[src/design/pifb_defs.svh]
// Functional notes
// RULE_01 - timer zero overflow sets bank 0 bit 5 until software clears.
// RULE_02 - bank 0 bit 4 is read-only OR of all per-pin change flags.
// RULE_03 - bank 0 bits 0..2 set on selected edge of each external input.
// RULE_04 - bank 0 requests bypass the peripheral gate.
// RULE_05 - each external input pin is chosen by the pin-select register.
// RULE_06 - oscillator failure sets bank 1 bit 7; software clears it.
// RULE_07 - new oscillator ready sets bank 1 bit 6; software clears it.
// RULE_08 - clock switch ready flag never wakes the core from sleep.
// RULE_09 - ADC threshold event sets bank 1 bit 1 until software clears.
// RULE_10 - ADC conversion done sets bank 1 bit 0; software clears it.
// RULE_11 - voltage detect event sets bank 2 bit 7.
// RULE_12 - any zero-cross output change sets bank 2 bit 6.
// RULE_13 - comparator 1 or 2 output change sets bank 2 bit 0 or 1.
// RULE_14 - bank 3 bit 5 read-only, high while receive buffer holds data.
// RULE_15 - bank 3 bit 4 read-only, high while transmit buffer is empty.
// RULE_16 - master-mode bus collision sets bank 3 bit 1; software clears it.
// RULE_17 - sync serial transfer done sets bank 3 bit 0 until cleared.
// RULE_18 - timer six period match sets bank 4 bit 5.
// RULE_19 - timer five overflow sets bank 4 bit 4.
// RULE_20 - timer four period match sets bank 4 bit 3.
// RULE_21 - flags set regardless of any enable bit, allowing polling.
// RULE_22 - software clears flags before enabling the matching interrupt.
// RULE_23 - unimplemented flag bits read zero, writes to them ignored.
// RULE_24 - a hardware set beats a software clear in the same cycle.
`ifndef PIFB_DEFS_SVH
`define PIFB_DEFS_SVH

`define PIFB_EXT_PINS     8
`define PIFB_PSEL_W       3
`define PIFB_PC_W         8
`define PIFB_IDX_W        12
`define PIFB_ADDR_TOP     14

// word indices; byte address is four times the index
`define PIFB_IDX_BANK0    12'hec5
`define PIFB_IDX_BANK1    12'hec6
`define PIFB_IDX_BANK2    12'hec7
`define PIFB_IDX_BANK3    12'hec8
`define PIFB_IDX_BANK4    12'hec9
`define PIFB_IDX_CTRL     12'hed0
`define PIFB_IDX_PSEL     12'hed1
`define PIFB_IDX_PCF      12'hed2

// software-writable bits per bank
`define PIFB_RW_BANK0     8'h27
`define PIFB_RW_BANK1     8'hc3
`define PIFB_RW_BANK2     8'hc3
`define PIFB_RW_BANK3     8'h03
`define PIFB_RW_BANK4     8'h38
`define PIFB_MASK_NOCSW   8'hbf

`define PIFB_B0_TMR0      5
`define PIFB_B0_PCSUM     4
`define PIFB_B1_CSW       6
`define PIFB_B3_RX        5
`define PIFB_B3_TX        4
`define PIFB_CTRL_GIE     7
`define PIFB_CTRL_PERIPHERAL_IRQ_GATE    6

`define PIFB_RST_FLAGS    8'h00
`define PIFB_RST_EDGE     3'h7
`define PIFB_RST_PSEL     9'h000

`define PIFB_HTRANS_IDLE  2'h0
`define PIFB_HRESP_OKAY   1'h0

`endif

[src/design/pifb_pkg.sv]
`include "pifb_defs.svh"

package pifb_pkg;

   typedef struct packed {
      logic [7:0]                       bank0;
      logic [7:0]                       bank1;
      logic [7:0]                       bank2;
      logic [7:0]                       bank3;
      logic [7:0]                       bank4;
      logic [`PIFB_PC_W-1:0]            per_pin_change_flags;
      logic                             gie;
      logic                             peripheral_irq_gate;
      logic [2:0]                       edge_sel;
      logic [3*`PIFB_PSEL_W-1:0]        ext_irq_pin_select;
      logic [`PIFB_EXT_PINS-1:0]        sync1;
      logic [`PIFB_EXT_PINS-1:0]        sync2;
      logic [`PIFB_EXT_PINS-1:0]        sync3;
      logic [`PIFB_EXT_PINS-1:0]        pin_level;
      logic [2:0]                       ext_prev;
      logic                             zcd_prev;
      logic [1:0]                       cmp_prev;
      logic                             pend_wr;
      logic                             pend_ok;
      logic [`PIFB_IDX_W-1:0]           pend_idx;
      logic [31:0]                      rdata;
      logic                             irq;
      logic                             wake;
   } pifb_state_t;

endpackage

[src/design/pifb_flag_bank.sv]
`timescale 1ns/10ps
`include "pifb_defs.svh"

module pifb_flag_bank
   import pifb_pkg::*;
(
   input  wire logic                        ref_clk,
   input  wire logic                        sys_rst,
   input  wire logic                        hsel,
   input  wire logic [31:0]                 haddr,
   input  wire logic [1:0]                  htrans,
   input  wire logic                        hwrite,
   input  wire logic [2:0]                  hsize,
   input  wire logic [31:0]                 hwdata,
   input  wire logic                        hready,
   output logic                             hreadyout,
   output logic                             hresp,
   output logic [31:0]                      hrdata,
   input  wire logic [`PIFB_EXT_PINS-1:0]   ext_pins,
   input  wire logic [`PIFB_PC_W-1:0]       pin_change_event,
   input  wire logic                        timer_zero_overflow,
   input  wire logic                        osc_fail,
   input  wire logic                        clock_switch_ready,
   input  wire logic                        adc_threshold,
   input  wire logic                        adc_done,
   input  wire logic                        voltage_detect,
   input  wire logic                        zero_cross_out,
   input  wire logic [1:0]                  comparator_out,
   input  wire logic                        uart_rx_full,
   input  wire logic                        uart_tx_empty,
   input  wire logic                        bus_collision,
   input  wire logic                        sync_serial_done,
   input  wire logic                        timer_four_match,
   input  wire logic                        timer_five_overflow,
   input  wire logic                        timer_six_match,
   input  wire logic [7:0]                  irq_en_bank0,
   input  wire logic [7:0]                  irq_en_bank1,
   input  wire logic [7:0]                  irq_en_bank2,
   input  wire logic [7:0]                  irq_en_bank3,
   input  wire logic [7:0]                  irq_en_bank4,
   output logic                             core_irq,
   output logic                             sleep_wake
);

   pifb_state_t st;
   pifb_state_t next_st;

   // software write first, hardware set after, so a set always survives
   function automatic logic [7:0] flag_next(input logic [7:0] cur,
                                            input logic       we,
                                            input logic [7:0] wd,
                                            input logic [7:0] rw,
                                            input logic [7:0] set);
      logic [7:0] v;
      v = we ? ((wd & rw) | (cur & ~rw)) : cur;
      return (v | set) & rw;
   endfunction

   function automatic logic idx_hit(input logic                   ok,
                                    input logic [`PIFB_IDX_W-1:0] idx,
                                    input logic [`PIFB_IDX_W-1:0] reg_idx);
      return ok && (idx == reg_idx);
   endfunction

   logic                         take;
   logic                         addr_ok;
   logic [`PIFB_IDX_W-1:0]       addr_idx;
   logic                         wr_now;
   logic [7:0]                   wd;
   logic [2:0]                   ext_lvl;
   logic [2:0]                   ext_hit;
   logic                         zcd_chg;
   logic [1:0]                   cmp_chg;
   logic [7:0]                   set0;
   logic [7:0]                   set1;
   logic [7:0]                   set2;
   logic [7:0]                   set3;
   logic [7:0]                   set4;
   logic                         bank0_req;
   logic                         periph_req;

   assign hreadyout = 1'b1;
   assign hresp     = `PIFB_HRESP_OKAY;
   assign hrdata    = st.rdata;
   assign core_irq  = st.irq;
   assign sleep_wake = st.wake;

   always_comb begin
      next_st  = st;
      take     = hsel && htrans[1] && hready;
      addr_ok  = (haddr[31:`PIFB_ADDR_TOP] == '0) && (haddr[1:0] == 2'h0);
      addr_idx = haddr[`PIFB_ADDR_TOP-1:2];
      wr_now   = st.pend_wr && st.pend_ok;
      wd       = hwdata[7:0];

      // three-stage sampling; a pin counts once stages two and three agree
      next_st.sync1 = ext_pins;
      next_st.sync2 = st.sync1;
      next_st.sync3 = st.sync2;
      for (int i = 0; i < `PIFB_EXT_PINS; i++) begin
         if (st.sync2[i] == st.sync3[i]) begin
            next_st.pin_level[i] = st.sync3[i];
         end
      end

      for (int x = 0; x < 3; x++) begin
         ext_lvl[x] = st.pin_level[st.ext_irq_pin_select
                      [x*`PIFB_PSEL_W +: `PIFB_PSEL_W]]; // RULE_05
         ext_hit[x] = st.edge_sel[x] ? (ext_lvl[x] && !st.ext_prev[x])
                                     : (!ext_lvl[x] && st.ext_prev[x]); // RULE_03
      end
      next_st.ext_prev = ext_lvl;

      zcd_chg          = zero_cross_out != st.zcd_prev; // RULE_12
      cmp_chg          = comparator_out ^ st.cmp_prev; // RULE_13
      next_st.zcd_prev = zero_cross_out;
      next_st.cmp_prev = comparator_out;

      // sets ignore every enable so software may poll
      set0 = {2'h0, timer_zero_overflow, 2'h0, ext_hit}; // RULE_01 RULE_21
      set1 = {osc_fail, clock_switch_ready, 4'h0,
              adc_threshold, adc_done}; // RULE_06 RULE_07 RULE_09 RULE_10
      set2 = {voltage_detect, zcd_chg, 4'h0, cmp_chg}; // RULE_11
      set3 = {6'h00, bus_collision, sync_serial_done}; // RULE_16 RULE_17
      set4 = {2'h0, timer_six_match, timer_five_overflow,
              timer_four_match, 3'h0}; // RULE_18 RULE_19 RULE_20

      next_st.per_pin_change_flags = (idx_hit(wr_now, st.pend_idx,
            `PIFB_IDX_PCF) ? wd[`PIFB_PC_W-1:0] : st.per_pin_change_flags)
            | pin_change_event; // RULE_24

      next_st.bank0 = flag_next(st.bank0,
            idx_hit(wr_now, st.pend_idx, `PIFB_IDX_BANK0), wd,
            `PIFB_RW_BANK0, set0); // RULE_23 RULE_24
      next_st.bank0[`PIFB_B0_PCSUM] = |next_st.per_pin_change_flags; // RULE_02
      next_st.bank1 = flag_next(st.bank1,
            idx_hit(wr_now, st.pend_idx, `PIFB_IDX_BANK1), wd,
            `PIFB_RW_BANK1, set1); // RULE_24
      next_st.bank2 = flag_next(st.bank2,
            idx_hit(wr_now, st.pend_idx, `PIFB_IDX_BANK2), wd,
            `PIFB_RW_BANK2, set2); // RULE_24
      next_st.bank3 = flag_next(st.bank3,
            idx_hit(wr_now, st.pend_idx, `PIFB_IDX_BANK3), wd,
            `PIFB_RW_BANK3, set3); // RULE_24
      // the buffer flags mirror the serial port; its own read or write clears
      next_st.bank3[`PIFB_B3_RX] = uart_rx_full; // RULE_14
      next_st.bank3[`PIFB_B3_TX] = uart_tx_empty; // RULE_15
      next_st.bank4 = flag_next(st.bank4,
            idx_hit(wr_now, st.pend_idx, `PIFB_IDX_BANK4), wd,
            `PIFB_RW_BANK4, set4); // RULE_24

      if (idx_hit(wr_now, st.pend_idx, `PIFB_IDX_CTRL)) begin
         next_st.gie                 = wd[`PIFB_CTRL_GIE];
         next_st.peripheral_irq_gate = wd[`PIFB_CTRL_PERIPHERAL_IRQ_GATE];
         next_st.edge_sel            = wd[2:0];
      end
      if (idx_hit(wr_now, st.pend_idx, `PIFB_IDX_PSEL)) begin
         next_st.ext_irq_pin_select = hwdata[3*`PIFB_PSEL_W-1:0]; // RULE_05
      end

      bank0_req  = |(next_st.bank0 & irq_en_bank0);
      periph_req = |(next_st.bank1 & irq_en_bank1)
                 | |(next_st.bank2 & irq_en_bank2)
                 | |(next_st.bank3 & irq_en_bank3)
                 | |(next_st.bank4 & irq_en_bank4);
      // bank 0 requests do not pass through the peripheral gate
      next_st.irq = next_st.gie && (bank0_req ||
                    (next_st.peripheral_irq_gate && periph_req)); // RULE_04
      // wake ignores the global enable, but never for the clock-switch flag
      next_st.wake = bank0_req
                   | |(next_st.bank1 & irq_en_bank1 & `PIFB_MASK_NOCSW)
                   | |(next_st.bank2 & irq_en_bank2)
                   | |(next_st.bank3 & irq_en_bank3)
                   | |(next_st.bank4 & irq_en_bank4); // RULE_08

      // reads return the value as it stands after this edge, so a write
      // in its data phase is seen by a read issued in the same cycle
      if (take && !hwrite) begin
         next_st.rdata = 32'h0000_0000;
         if (addr_ok) begin
            unique case (addr_idx)
               `PIFB_IDX_BANK0: next_st.rdata[7:0] = next_st.bank0;
               `PIFB_IDX_BANK1: next_st.rdata[7:0] = next_st.bank1;
               `PIFB_IDX_BANK2: next_st.rdata[7:0] = next_st.bank2;
               `PIFB_IDX_BANK3: next_st.rdata[7:0] = next_st.bank3;
               `PIFB_IDX_BANK4: next_st.rdata[7:0] = next_st.bank4;
               `PIFB_IDX_CTRL: next_st.rdata[7:0] = {next_st.gie,
                     next_st.peripheral_irq_gate, 3'h0, next_st.edge_sel};
               `PIFB_IDX_PSEL: next_st.rdata[3*`PIFB_PSEL_W-1:0] =
                     next_st.ext_irq_pin_select;
               `PIFB_IDX_PCF: next_st.rdata[`PIFB_PC_W-1:0] =
                     next_st.per_pin_change_flags;
               default: next_st.rdata = 32'h0000_0000;
            endcase
         end
      end

      next_st.pend_wr  = take && hwrite;
      next_st.pend_ok  = take && addr_ok;
      next_st.pend_idx = take ? addr_idx : st.pend_idx;
   end

   always_ff @(posedge ref_clk or posedge sys_rst) begin
      if (sys_rst) begin
         st                     <= '0;
         st.bank0               <= `PIFB_RST_FLAGS;
         st.bank1               <= `PIFB_RST_FLAGS;
         st.bank2               <= `PIFB_RST_FLAGS;
         st.bank3               <= `PIFB_RST_FLAGS;
         st.bank4               <= `PIFB_RST_FLAGS;
         st.edge_sel            <= `PIFB_RST_EDGE;
         st.ext_irq_pin_select  <= `PIFB_RST_PSEL;
      end else begin
         st <= next_st;
      end
   end
endmodule // pifb_flag_bank

[config.mk]
export PLATFORM = sky130hd
export DESIGN_NAME = pifb_flag_bank
export DESIGN_NICKNAME = d
export VERILOG_FILES = /design/src/design/pifb_pkg.sv /design/src/design/pifb_flag_bank.sv
export VERILOG_INCLUDE_DIRS = /design/src /design/src/design
export SDC_FILE = /design/constraint.sdc
export NUM_CORES = 1
export LEC_CHECK = 0
export BUFFER_PORTS_ARGS = -buffer_cell sky130_fd_sc_hd__buf_2
export CAP_MARGIN = 20
export CORE_ASPECT_RATIO = 0.6
export CORE_MARGIN = 1.5
export CORE_UTILIZATION = 53
export DETAILED_ROUTE_END_ITERATION = 12
export PLACE_DENSITY = 0.88
export SYNTH_ARGS = -nofsm -noshare
export SYNTH_HDL_FRONTEND = slang
export SYNTH_SLANG_ARGS = --single-unit
export TNS_END_PERCENT = 10
[constraint.sdc]
create_clock -name ref_clk -period 9.9 [get_ports ref_clk]
set_clock_uncertainty 0.2 [all_clocks]
set_input_delay 1.485 -clock ref_clk [delete_from_list [all_inputs] [get_ports ref_clk]]
set_output_delay 1.485 -clock ref_clk [all_outputs]
set_load 0.03 [all_outputs]
==> Word level (Yosys, flattened, before mapping) <==
Index checks and enable logic that the tools add are counted.
{ "word_totals": {"register_bits": 126, "latch_bits": 0, "output_inout_bits": 36, "elab_cells": 139, "ramBits": 0, "mem_bits_ro": 0, "mem_count": 0, "inputBits": 146} }
{ "classes": {"n_mul": 0, "shifts": 0, "n_eq_ne": 25, "bitwise_logic": 21, "div": 0, "n_reduce_logical": 40, "mux": 20, "order_cmp": 3, "n_addsub": 0} }
{ "ops": {"columns": ["cell", "n"], "rows": [
  ["12-bit == test (second input constant)", 16],
  ["8-bit case mux with 8 select lines", 1],
  ["8-bit OR reduction", 6],
  ["6-bit by 8-bit AND with 8-bit output", 3],
  ["8-bit two-way mux", 3],
  ["8-bit OR", 3],
  ["1-bit logical AND", 23],
  ["18-bit zero test", 1],
  ["9-bit two-way mux", 2],
  ["8-bit AND", 2],
  ["3-bit by 4-bit less-than comparator with 1-bit output (second input constant)", 3],
  ["6-bit two-way mux", 2],
  ["6-bit OR", 2],
  ["1-bit binary-select mux with 3-bit select", 3],
  ["1-bit == test", 8],
  ["1-bit zero test", 7],
  ["1-bit two-way mux", 7],
  ["1-bit OR", 7],
  ["7-bit OR reduction", 1],
  ["6-bit by 5-bit OR with 6-bit output", 1],
  ["5-bit two-way mux", 1],
  ["2-bit zero test", 1],
  ["2-bit two-way mux", 1],
  ["2-bit by 1-bit OR with 2-bit output (second input constant)", 1],
  ["4 further kinds", 4]
]} }

==> Longest topological paths before layout <==
{ "depth": {"depth_word": 12, "mapped_depth": 9, "depth_no_buf": 7} }

==> Worst setup path before layout <==
OpenSTA, ideal clock, no wires.
{ "synth_path": {"path_kind": "input to register", "start": "in pin_change_event[7]", "end": "reg st (netlist bit hrdata[4])", "setup_time_ns": 0.129, "cell_stages": 7, "slack_ns": 6.635, "required_time_ns": 9.571, "arrival_ns": 2.936, "path_buffers": 0, "cell_sequence": "or4_1 nor4_1 mux2i_1 nor4_1 nor3_1 nor4_1 o21ai_1"} }
{ "synth_via": {"elab_chain_len": 4} }
{ "synth_lines": {"columns": ["element", "line_no", "rtl"], "rows": [
  ["start, declared", "pifb_flag_bank.sv:20", "input wire logic [`PIFB_PC_W-1:0] pin_change_event,"],
  ["8-bit OR", "pifb_flag_bank.sv:128", "next_st.per_pin_change_flags = (idx_hit(wr_now, st.pend_idx,"],
  ["8-bit OR reduction", "pifb_flag_bank.sv:135", "next_st.bank0[`PIFB_B0_PCSUM] = |next_st.per_pin_change_flags;"],
  ["8-bit case mux with 8 select lines", "pifb_flag_bank.sv:181", "unique case (addr_idx)"],
  ["9-bit two-way mux", "pifb_flag_bank.sv:180", "if (addr_ok) begin"],
  ["end signal, assigned", "pifb_flag_bank.sv:214", "st <= next_st;"],
  ["end, declared", "pifb_flag_bank.sv:45", "pifb_state_t st;"]
]} }
No other way between the ends.
A chain may end at the register's enable or synchronous reset.

==> Worst setup path after layout <==
Ends and elaborated chain as after synthesis.

==> results_dict.tcl <==
set metrics [dict create \
    fp-row-count 26 \
    diodes 0 \
    p_total_mw 0.930 \
    clock_path_buffers 2 \
    grt.busiest_layer "met1" \
    synth_warnings 0 \
    cts_root_buffer "clkbuf_16" \
    met3_usage 0.110 \
    hold_class "reg2reg" \
    fp.dieArea_um2 9900 \
    final.period_utilization 0.374 \
    post_cts_buffers 0 \
    area_growth_pct 16.6 \
    slew_headroom 0.318 \
    fin_crit_ps 3700 \
    cp_max_fo 2 \
    whs_ps 149 \
    synth_edf_count 0 \
    fmax_mhz 270 \
    setup_viol 0 \
    grt_pass1_wl_mm 19.7 \
    path_clk_slew_ps 80 \
    avgViaCountPerCell 5.76 \
    cts-htree-levels 3 \
    cts_hold_buf 0 \
    synthesis.area_um2 4920 \
    drt_wl_total_mm 12.6 \
    async_reset_ff_frac 1.00 \
    start_util 0.563 \
    cp.arrival_ps 3730 \
    cap_viol_max_count 0 \
    fill_cells 669 \
    place_inst 619 \
    vdd_drop_max_mv 0.0834 \
    final_antenna_net_count 0 \
    final_area_um2 5740 \
    core-area_um2 8750 \
    clock_sinks 102 \
    p_leak_nw 2.53 \
    ys.flop_type "dfrtp_1" \
    clock_latency_ps 350 \
    port_buffers 109 \
    grt_pass1_vias 3580 \
    cts_buffers 9 \
    first_iter_violations 288 \
    gr-usage-met2 0.357 \
    synth-seq-cells 102 \
    place_ws_ps 5930 \
    multi_input_area_um2 2100 \
    drive_above_1_share 0.335 \
    worstSetupPathType "in2reg" \
    cp-start-kind "input pin" \
    grt_max_degree 67 \
    ctsResizeCount 0 \
    finish.utilization 0.656 \
    dr_total_vias 3660 \
    die_width_um 127 \
    slew_violations 0 \
    rsz0062_at_grt "no" \
    fin_ws_ps 6200 \
    power_density_nw_per_um2 162 \
    nets 664 \
    final_cells 635 \
    status "completed" \
    end_kind "register" \
    syn_area_per_cell_um2 11.9 \
    hold_violations 0 \
    grt_overflow 0 \
    io_pins 182 \
    synth_top_cell_by_area "dfrtp_1" \
    drcViolationCount 0 \
    gr-usage-all-layers 0.268 \
    dr.pass1.iters 4 \
    synthCells 414 \
    required_ps 9930 \
    antenna_found_initial 0 \
    dpl_cell_area_um2 5410 \
    routedWlPerCell_um 19.8 \
    fin_tns_setup_ps 0 \
    synth_most_common_cell "dfrtp_1" \
    ys_seq_area_frac 0.519 \
    die_h_um 77.7 \
    netlist.area_leader.share 0.503 \
    hpwl_mm 9.95 \
    cts_tree "built" \
    regArea_um2 2560 \
    synth_common_cells "99 x dfrtp_1, 35 x buf_4, 26 x nand2_1" \
    synth.distinct_cells 64 \
    grtUsageMet1 0.408 \
    gp_congestion 0.899 \
    tightest_slew_ps 1010 \
    synthTopCellsByArea "dfrtp_1 50%, mux2_2 5.7%, buf_4 5.3%" \
]
## cell usage in the layout, fill, tap and decap left out, types with 5 or more instances in the layout
cell	count
a211o_1	7
a21oi_1	7
a222oi_1	5
buf_2	109
clkbuf_16	9
conb_1	25
dfrtp_1	99
inv_1	13
maj3_1	8
mux2_2	25
mux2i_1	13
mux4_2	6
nand2_1	26
nand2b_1	8
nand3_1	8
nor2_1	20
nor2b_1	18
nor3_1	5
nor4_1	10
o211ai_1	5
o21ai_1	7
## routing by layer
layer,vias up,share of wire
li1,1672,-
met1,1802,0.46
met2,182,0.41
met3,4,0.12
met4,0,0.0018
met5,-,0
## logic make-up after synthesis
family / Yosys count / share of synthesized area
mux: 47 / 0.119
buf+inv: 55 / 0.0719
xor+xnor: 4 / 0.00711
other cells: 2 / 0.00153
fa+ha+maj: 8 / 0.0163
compound gates: 58 / 0.0923
simple gates: 138 / 0.173
flops: 102 / 0.519
## cell type report
| class | instances | area share |
|---|---|---|
| sequential | 102 | 0.445 |
| tap | 112 | 0.0244 |
| multi-input combinational | 280 | 0.366 |
| inverter | 14 | 0.00959 |
| clock buffer | 9 | 0.0392 |
| clock inverter | 7 | 0.0179 |
| timing repair buffer | 111 | 0.0977 |
## power by group
part	internal [mW]	switching, mW
combinational	0.0410	0.0555
clock	0.205	0.171
sequential	0.438	0.0198
## worst max-delay path, cell delays in order
cell     delay, ps
buf_2          110
or4_1          530
nor4_1         250
mux2i_1        150
nor4_1         580
nor3_1         160
nor4_1         370
o21ai_1         90
## final timing paths
check	startpoint	to	slack, ps	depth (start not counted)
min in group asynchronous	sys_rst	next_st[76]$_DFF_PP0_	940	2
min	next_st[70]$_DFF_PP0_	next_st[62]$_DFF_PP0_	150	0
max	pin_change_event[7]	hrdata[4]$_DFFE_PP0P_	6200	8
max reg2reg	st[37]$_DFFE_PP0P_	hrdata[7]$_DFFE_PP0P_	6380	7
min reg2reg	next_st[70]$_DFF_PP0_	next_st[62]$_DFF_PP0_	150	0
max in group asynchronous	sys_rst	st[49]$_DFF_PP0_	7380	3
## registers in the layout, indices dropped and copies added (netlist names)
name	count
sleep_wake	1
next_st	16
core_irq	1
hrdata	9
st	75
Power figures use the tool's default switching activity.
